## config.mk

```make
export PLATFORM = sky130hd
export DESIGN_NAME = bsfe_exec
export DESIGN_NICKNAME = d
export VERILOG_FILES = /design/src/bsfe_pkg.sv /design/src/bsfe_exec.sv
export SDC_FILE = /design/constraint.sdc
export NUM_CORES = 1
export LEC_CHECK = 0
export ABC_AREA = 1
export BUFFER_PORTS_ARGS = -buffer_cell sky130_fd_sc_hd__buf_2
export CELL_PAD_IN_SITES_DETAIL_PLACEMENT = 1
export CELL_PAD_IN_SITES_GLOBAL_PLACEMENT = 1
export CORE_MARGIN = 2
export CORE_UTILIZATION = 43
export DETAILED_ROUTE_END_ITERATION = 6
export MAX_ROUTING_LAYER = met4
export PLACE_DENSITY_LB_ADDON = 0.1
export SLEW_MARGIN = 20
export SYNTH_ARGS = -nofsm -noshare
export SYNTH_HDL_FRONTEND = slang
export SYNTH_SLANG_ARGS = --single-unit
```

## constraint.sdc

```tcl
create_clock -name core_clk_i -period 4.9 [get_ports core_clk_i]
set_input_delay 0 -clock core_clk_i [delete_from_list [all_inputs] [get_ports core_clk_i]]
set_output_delay 0 -clock core_clk_i [all_outputs]
set_load 0.01 [all_outputs]
```

## src/bsfe_pkg.sv

```systemverilog
// Constants and types for the bit, shift and flag execution unit.
// Assumes the decoder outside hands over one operation code per instruction.
`default_nettype none
package bsfe_pkg;

    localparam int unsigned DATA_W = 8;
    localparam int unsigned PC_W   = 16;
    localparam int unsigned IO_W   = 5;
    localparam int unsigned OFFS_W = 7;
    localparam int unsigned CNT_W  = 2;

    // Status register bit positions
    localparam int unsigned FLAG_C = 0;
    localparam int unsigned FLAG_Z = 1;
    localparam int unsigned FLAG_N = 2;
    localparam int unsigned FLAG_V = 3;
    localparam int unsigned FLAG_S = 4;
    localparam int unsigned FLAG_H = 5;
    localparam int unsigned FLAG_T = 6;
    localparam int unsigned FLAG_I = 7;

    localparam logic [DATA_W-1:0] FLAGS_RESET = 8'h00;
    localparam logic [PC_W-1:0]   PC_RESET    = 16'h0000;

    // Cycle counts, minus one, as loaded into the busy counter
    localparam logic [CNT_W-1:0] EXTRA_NONE = 2'h0;
    localparam logic [CNT_W-1:0] EXTRA_ONE  = 2'h1;
    localparam logic [CNT_W-1:0] EXTRA_TWO  = 2'h2;

    // Program counter steps
    localparam logic [PC_W-1:0] PC_STEP_ONE   = 16'h0001;
    localparam logic [PC_W-1:0] PC_STEP_TWO   = 16'h0002;
    localparam logic [PC_W-1:0] PC_STEP_THREE = 16'h0003;

    typedef enum logic [4:0] {
        nop_op,
        set_io_bit_op,
        clear_io_bit_op,
        shift_left_logical_op,
        shift_right_logical_op,
        rotate_left_carry_op,
        rotate_right_carry_op,
        shift_right_arith_op,
        swap_nibbles_op,
        bit_to_transfer_flag_op,
        transfer_flag_to_bit_op,
        set_negative_op,
        clear_negative_op,
        flag_set_op,
        flag_clear_op,
        skip_reg_bit_clear_op,
        skip_reg_bit_set_op,
        skip_io_bit_clear_op,
        skip_io_bit_set_op,
        branch_flag_set_op,
        branch_flag_clear_op,
        branch_signed_ge_op,
        compare_imm_op
    } bsfe_op_t;

endpackage

`default_nettype wire

```

## src/bsfe_exec.sv

```systemverilog
// Execution unit for bit, shift, flag, compare, skip and branch operations.
// Assumes io_rdata_i returns the I/O byte at io_addr_i in the same cycle.
`timescale 1ns/1ps
`default_nettype none

module bsfe_exec (
    input  wire logic                         core_clk_i,
    input  wire logic                         rstn_i,
    input  wire logic                         start_i,
    input  wire bsfe_pkg::bsfe_op_t           op_i,
    input  wire logic [bsfe_pkg::DATA_W-1:0]  reg_data_i,
    input  wire logic [bsfe_pkg::DATA_W-1:0]  imm_i,
    input  wire logic [2:0]                   bit_sel_i,
    input  wire logic [2:0]                   flag_sel_i,
    input  wire logic [bsfe_pkg::OFFS_W-1:0]  branch_offset_i,
    input  wire logic                         next_two_word_i,
    input  wire logic [bsfe_pkg::IO_W-1:0]    io_addr_i,
    input  wire logic [bsfe_pkg::DATA_W-1:0]  io_rdata_i,
    output logic                              ready_o,
    output logic                              done_o,
    output logic                              rd_we_o,
    output logic [bsfe_pkg::DATA_W-1:0]       rd_wdata_o,
    output logic                              io_we_o,
    output logic [bsfe_pkg::IO_W-1:0]         io_waddr_o,
    output logic [bsfe_pkg::DATA_W-1:0]       io_wdata_o,
    output logic [bsfe_pkg::DATA_W-1:0]       status_flags_o,
    output logic [bsfe_pkg::PC_W-1:0]         pc_o
);
    import bsfe_pkg::*;

    logic [DATA_W-1:0] status_flags_reg;
    logic [DATA_W-1:0] status_flags_next;
    logic [PC_W-1:0]   pc_reg;
    logic [PC_W-1:0]   pc_next;
    logic [CNT_W-1:0]  busy_cnt_reg;
    logic [CNT_W-1:0]  extra_next;
    logic [DATA_W-1:0] result_next;
    logic              rd_we_next;
    logic              io_we_next;
    logic              accept;
    logic              sel_bit;
    logic              io_bit;
    logic              skip_hit;
    logic              branch_hit;
    logic [DATA_W-1:0] diff;
    logic [PC_W-1:0]   offset_ext;

    assign ready_o = (busy_cnt_reg == EXTRA_NONE);
    assign accept  = start_i && ready_o;
    assign sel_bit = reg_data_i[bit_sel_i];
    assign io_bit  = io_rdata_i[bit_sel_i];
    assign diff    = reg_data_i - imm_i;
    assign offset_ext = {{(PC_W-OFFS_W){branch_offset_i[OFFS_W-1]}},
                         branch_offset_i};

    always_comb begin
        case (op_i)
            skip_reg_bit_clear_op: skip_hit = !sel_bit;
            skip_reg_bit_set_op:   skip_hit = sel_bit;
            skip_io_bit_clear_op:  skip_hit = !io_bit;
            skip_io_bit_set_op:    skip_hit = io_bit;
            default:               skip_hit = 1'b0;
        endcase
    end

    always_comb begin
        case (op_i)
            branch_flag_set_op:   branch_hit = status_flags_reg[flag_sel_i];
            branch_flag_clear_op: branch_hit = !status_flags_reg[flag_sel_i];
            branch_signed_ge_op:  branch_hit = !(status_flags_reg[FLAG_N] ^
                                               status_flags_reg[FLAG_V]);
            default:              branch_hit = 1'b0;
        endcase
    end

    // Result, flags, write strobes and cycle count of the accepted operation
    always_comb begin
        logic c_out;
        c_out             = 1'b0;
        result_next       = reg_data_i;
        status_flags_next = status_flags_reg;
        rd_we_next        = 1'b0;
        io_we_next        = 1'b0;
        extra_next        = EXTRA_NONE;
        case (op_i)
            set_io_bit_op: begin
                result_next            = io_rdata_i;
                result_next[bit_sel_i] = 1'b1;
                io_we_next             = 1'b1;
                extra_next             = EXTRA_ONE;
            end
            clear_io_bit_op: begin
                result_next            = io_rdata_i;
                result_next[bit_sel_i] = 1'b0;
                io_we_next             = 1'b1;
                extra_next             = EXTRA_ONE;
            end
            shift_left_logical_op: begin
                result_next = {reg_data_i[6:0], 1'b0};
                c_out       = reg_data_i[7];
                rd_we_next  = 1'b1;
            end
            shift_right_logical_op: begin
                result_next = {1'b0, reg_data_i[7:1]};
                c_out       = reg_data_i[0];
                rd_we_next  = 1'b1;
            end
            rotate_left_carry_op: begin
                result_next = {reg_data_i[6:0],
                               status_flags_reg[FLAG_C]};
                c_out       = reg_data_i[7];
                rd_we_next  = 1'b1;
            end
            rotate_right_carry_op: begin
                result_next = {status_flags_reg[FLAG_C],
                               reg_data_i[7:1]};
                c_out       = reg_data_i[0];
                rd_we_next  = 1'b1;
            end
            shift_right_arith_op: begin
                // Bit 7 kept so the sign survives
                result_next = {reg_data_i[7], reg_data_i[7:1]};
                c_out       = reg_data_i[0];
                rd_we_next  = 1'b1;
            end
            swap_nibbles_op: begin
                result_next = {reg_data_i[3:0], reg_data_i[7:4]};
                rd_we_next  = 1'b1;
            end
            bit_to_transfer_flag_op: begin
                status_flags_next[FLAG_T] = sel_bit;
            end
            transfer_flag_to_bit_op: begin
                result_next[bit_sel_i] = status_flags_reg[FLAG_T];
                rd_we_next             = 1'b1;
            end
            set_negative_op: status_flags_next[FLAG_N] = 1'b1;
            clear_negative_op: status_flags_next[FLAG_N] = 1'b0;
            flag_set_op: status_flags_next[flag_sel_i] = 1'b1;
            flag_clear_op: status_flags_next[flag_sel_i] = 1'b0;
            skip_reg_bit_clear_op, skip_reg_bit_set_op,
            skip_io_bit_clear_op, skip_io_bit_set_op: begin
                if (skip_hit) begin
                    extra_next = next_two_word_i ? EXTRA_TWO
                                                 : EXTRA_ONE;
                end
            end
            branch_flag_set_op, branch_flag_clear_op,
            branch_signed_ge_op: begin
                if (branch_hit) begin
                    extra_next = EXTRA_ONE;
                end
            end
            compare_imm_op: begin
                // Difference only feeds the flags; no write-back
                status_flags_next[FLAG_Z] = (diff == 8'h00);
                status_flags_next[FLAG_N] = diff[7];
                status_flags_next[FLAG_V] =
                    (reg_data_i[7] & ~imm_i[7] & ~diff[7]) |
                    (~reg_data_i[7] & imm_i[7] & diff[7]);
                status_flags_next[FLAG_C] =
                    (~reg_data_i[7] & imm_i[7]) | (imm_i[7] & diff[7]) |
                    (diff[7] & ~reg_data_i[7]);
                status_flags_next[FLAG_H] =
                    (~reg_data_i[3] & imm_i[3]) | (imm_i[3] & diff[3]) |
                    (diff[3] & ~reg_data_i[3]);
            end
            default: begin
            end
        endcase
        // Shift group flags
        if (op_i == shift_left_logical_op || op_i == shift_right_logical_op ||
            op_i == rotate_left_carry_op || op_i == rotate_right_carry_op ||
            op_i == shift_right_arith_op) begin
            status_flags_next[FLAG_C] = c_out;
            status_flags_next[FLAG_Z] = (result_next == 8'h00);
            status_flags_next[FLAG_N] = result_next[7];
            status_flags_next[FLAG_V] = result_next[7] ^ c_out;
        end
    end

    always_comb begin
        if (branch_hit) begin
            pc_next = pc_reg + offset_ext + PC_STEP_ONE;
        end else if (skip_hit) begin
            pc_next = next_two_word_i ? pc_reg + PC_STEP_THREE
                                      : pc_reg + PC_STEP_TWO;
        end else begin
            pc_next = pc_reg + PC_STEP_ONE;
        end
    end

    // Busy counter holds off new operations for the extra cycles
    always_ff @(posedge core_clk_i or negedge rstn_i) begin
        if (!rstn_i) begin
            busy_cnt_reg <= EXTRA_NONE;
        end else if (accept) begin
            busy_cnt_reg <= extra_next;
        end else if (busy_cnt_reg != EXTRA_NONE) begin
            busy_cnt_reg <= busy_cnt_reg - EXTRA_ONE;
        end
    end

    always_ff @(posedge core_clk_i or negedge rstn_i) begin
        if (!rstn_i) begin
            done_o <= 1'b0;
        end else begin
            done_o <= (accept && extra_next == EXTRA_NONE) ||
                      (busy_cnt_reg == EXTRA_ONE);
        end
    end

    always_ff @(posedge core_clk_i or negedge rstn_i) begin
        if (!rstn_i) begin
            status_flags_reg <= FLAGS_RESET;
            pc_reg           <= PC_RESET;
        end else if (accept) begin
            status_flags_reg <= status_flags_next;
            pc_reg           <= pc_next;
        end
    end

    // Write-back lands in the cycle after acceptance, the second I/O cycle
    always_ff @(posedge core_clk_i or negedge rstn_i) begin
        if (!rstn_i) begin
            rd_we_o    <= 1'b0;
            io_we_o    <= 1'b0;
            rd_wdata_o <= 8'h00;
            io_wdata_o <= 8'h00;
            io_waddr_o <= 5'h00;
        end else begin
            rd_we_o <= accept && rd_we_next;
            io_we_o <= accept && io_we_next;
            if (accept) begin
                rd_wdata_o <= result_next;
                io_wdata_o <= result_next;
                io_waddr_o <= io_addr_i;
            end
        end
    end

    assign status_flags_o = status_flags_reg;
    assign pc_o           = pc_reg;

endmodule

`default_nettype wire

```

==> run_results.csv <==
group,metric,value,unit
status,status,"finished, final reports clean",
logic_synthesis,netlist_top_cells_area,"nand2_1 (21%), dfrtp_1 (19%), ha_1 (6.9%)",
floorplanning,pin_count,100,
floorplanning,start_util,44.3,%
layout,final_core_util,50.3,%
placement,gp_congestion,0.945,
logic_synthesis,ys_seq_area_share,18.7,%
placement,hpwl,15900,um
clock_tree,clk_latency,0.30,ns
power_and_ir_drop,vdd_drop_max,0.213,mV
drt,detail-route-antenna-nets,0,
logic_synthesis,netlist_area,5620,sq um
logic_synthesis,synthMuxAreaShare,0,%
global_route,grt_first_pass_wirelength,32700,um
sta,maxSlewViolCount,0,
sta,max_freq,420,MHz
worst_setup_path,setup.worst_path.end_class,"register",
sta,timing.setup.tns,0,ns
logic_synthesis,yosys.area.top_type_share,20.5,%
hold_path,min_from,"start_i",
power_and_ir_drop,p_per_area,453,nW/um^2
logic_synthesis,avgSynthCellArea,6.11,sq um
logic_synthesis,yosysTopAreaCell,"nand2_1",
power_and_ir_drop,pwr-share-seq,25.6,%
worst_setup_path,crit_start,"pc_o[0]",
floorplanning,die_w,118,um
power_and_ir_drop,power_frac_clock,12.3,%
layout,n_fill_cell,1847,
drt,drt_iter0_drc,310,
logic_synthesis,ys_dominant_reg_cell,"dfrtp_1",
worst_setup_path,cp.arrival,2.56,ns
layout,largest_register_ffs,16,
sta,rsz0062_at_grt,"false",
floorplanning,rows,41,
power_and_ir_drop,power_switching,1.52,mW
floorplanning,die_area,14000,sq um
logic_synthesis,syn-num-nets,1006,
worst_setup_path,cp-start-kind,"register",
power_and_ir_drop,switching_share,52.8,%
global_route,antenna_found_initial,0,
logic_synthesis,synth_most_common_cell,"nand2_1",
floorplanning,core_area,12700,sq um
sta,finalHoldViolCount,0,
global_route,grt_pass1_vias,6474,
layout,nets,1089,
drt,drt_pass1_iterations,5,
logic_synthesis,synth_cell_types,45,
global_route,grtUsageMet1,34.2,%
clock_tree,cts_tree,"done",
power_and_ir_drop,power.internal,1.36,mW
global_route,top_usage_layer,"met2",
sta,period_needed,2.38,ns
clock_tree,clock-sinks,42,
global_route,grtUsageTotal,29.6,%
worst_setup_path,r2r_start,"pc_o[0]",
floorplanning,die_y,118,um
drt,num_vias,6245,
layout,final_area,6370,sq um
drt,via_per_inst,5.31,
job,drv_cap,0,
clock_tree,htreeDepth,2,
worst_setup_path,critical_path_class,"reg2reg",
hold_path,hp-class,"in2reg",
logic_synthesis,synth_compound_area_share,13.6,%
clock_tree,path_clk_slew,0.07,ns
logic_synthesis,synth-edff-count,0,
logic_synthesis,synth-seq-cells,42,
logic_synthesis,yosys.area_share.simple,39.6,%
clock_tree,cts_root_buf,"clkbuf_16",
clock_tree,cts_buffer_depth,2,
layout,drive_above_1_share,15.8,%
power_and_ir_drop,comb_power_share,62.2,%
layout,antenna_cells,0,
global_route,met2_usage,52.2,%
global_route,grt_max_degree,43,
logic_synthesis,synth-xor-area-share,9.20,%
sta,clock_skew,0.00871,ns
power_and_ir_drop,leakagePower,3.47,nW
placement,port_buffers,99,
sta,slew_headroom,59.2,%
logic_synthesis,synth_fa_ha_area_share,8.33,%
logic_synthesis,synth_common_cells,"nand2_1 (307), nor2_1 (95), inv_1 (91)",
logic_synthesis,synth_top_family_by_area,"simple AND/OR/NAND/NOR gates",
drt,drt_wl_total,20000,um
logic_synthesis,async_flop_share,100,%
sta,worstMarginPinSlew,0.613,ns
drt,routedWlPerCell,17.0,um
layout,syn_to_final_growth,13.4,%
placement,place_area,6160,sq um
sta,finalCritPeriodShare,48.5,%
global_route,overflow,0,
clock_tree,cts_buffers,5,
logic_synthesis,syn-instance-count,920,
worst_setup_path,worstPathMaxFanout,6,
drt,remaining_drc_errors,0,
sta,setup_viol,0,
worst_setup_path,required,5.08,ns
logic_synthesis,yosys_warnings,0,
global_route,grt_util_met3,3.81,%
area by class of cell:
| class | instances | area, sq um | area share [%] |
|---|---|---|---|
| Sequential cell | 42 | 1050 | 16.5 |
| Inverter | 107 | 402 | 6.31 |
| Timing Repair Buffer | 108 | 581 | 9.11 |
| Multi-Input combinational cell | 739 | 3970 | 62.3 |
| Clock inverter | 2 | 12.5 | 0.196 |
| Tap cell | 172 | 215 | 3.38 |
| Clock buffer | 6 | 139 | 2.18 |
per-stage QoR:
stage / total power, mW / cells / hold WS [ns] / worst slack (ns)
6_report: 2.88 / 1176 / 0.0375 / 2.52
3_5_place_dp: 2.53 / 1162 / 0.207 / 2.52
2_1_floorplan: 1.95 / 920 / -0.296 / 2.83
4_1_cts: 2.89 / 1176 / 0.0363 / 2.52
5_1_grt: 3.14 / 1176 / 0.0537 / 2.25
3_3_place_gp: 2.47 / 1162 / 0.193 / 2.55
worst paths after layout:
| path | to | cells past startpoint | slack, ns |
|---|---|---|---|
| max | pc_o[14] | 14 | 2.52 |
| max in group asynchronous | status_flags_o[0] | 2 | 4.21 |
| min | busy_cnt_reg[0] | 4 | 0.04 |
| max reg2reg | pc_o[14] | 14 | 2.52 |
| min reg2reg | io_waddr_o[0] | 2 | 0.48 |
| min in group asynchronous | io_wdata_o[6] | 2 | 0.25 |
placed cells by master (no fill, tap or decap), drive strengths merged:
master	instances
a211oi	1
clkinvlp	1
a21boi	1
o22ai	4
clkinv	2
or2	1
o31ai	1
nand4	16
nor2	105
nand2	313
ha	31
o311ai	1
nand3	68
xor2	42
clkbuf	6
o221ai	1
buf	102
o21ai	49
dlygate4sd3	6
fa	4
o21bai	4
inv	106
xnor2	17
o211ai	12
a21oi	48
a31oi	2
a21o	3
dfrtp	42
a22oi	1
nor3	12
nand3b	2
critical path, cell delays in order (launching register included):
cell	delay, ns
dfrtp_1	0.45
inv_1	0.19
ha_1	0.19
inv_1	0.09
fa_1	0.43
nand3_1	0.09
nand3_1	0.11
nand3_1	0.09
nand2_1	0.10
nand3_1	0.12
nand2_1	0.06
nand2_1	0.07
nand2_1	0.07
a21oi_1	0.13
a21oi_1	0.08
timing repair:
item	CTS	global route
resized for setup	0	0
buffers inserted	0	0
hold buffers	6	0
endpoints found under the hold margin	47	0
power groups by stage:
stage               Sequential (mW)  Combinational [mW]  Clock [mW]
floorplan                     0.695                1.25           0
global placement              0.733                1.74           0
CTS                           0.736                1.79       0.359
finish                        0.738                1.79       0.353
detailed placement            0.741                1.78           0
global route                  0.756                2.02       0.371
layer usage:
metal | vias to the layer above | part of all wire, %
li1 | 3106 | -
met1 | 2954 | 43
met2 | 142 | 51
met3 | 43 | 3.5
met4 | 0 | 3.2
met5 | - | 0
kinds of logic after synthesis:
family	Yosys count
AO/OA/AOI/OAI	128
adder cells (fa/ha/maj)	35
buffers and inverters	139
XOR/XNOR	59
AND/OR/NAND/NOR	517
flip-flops	42
No activity file was read; power rests on OpenSTA's default activity.
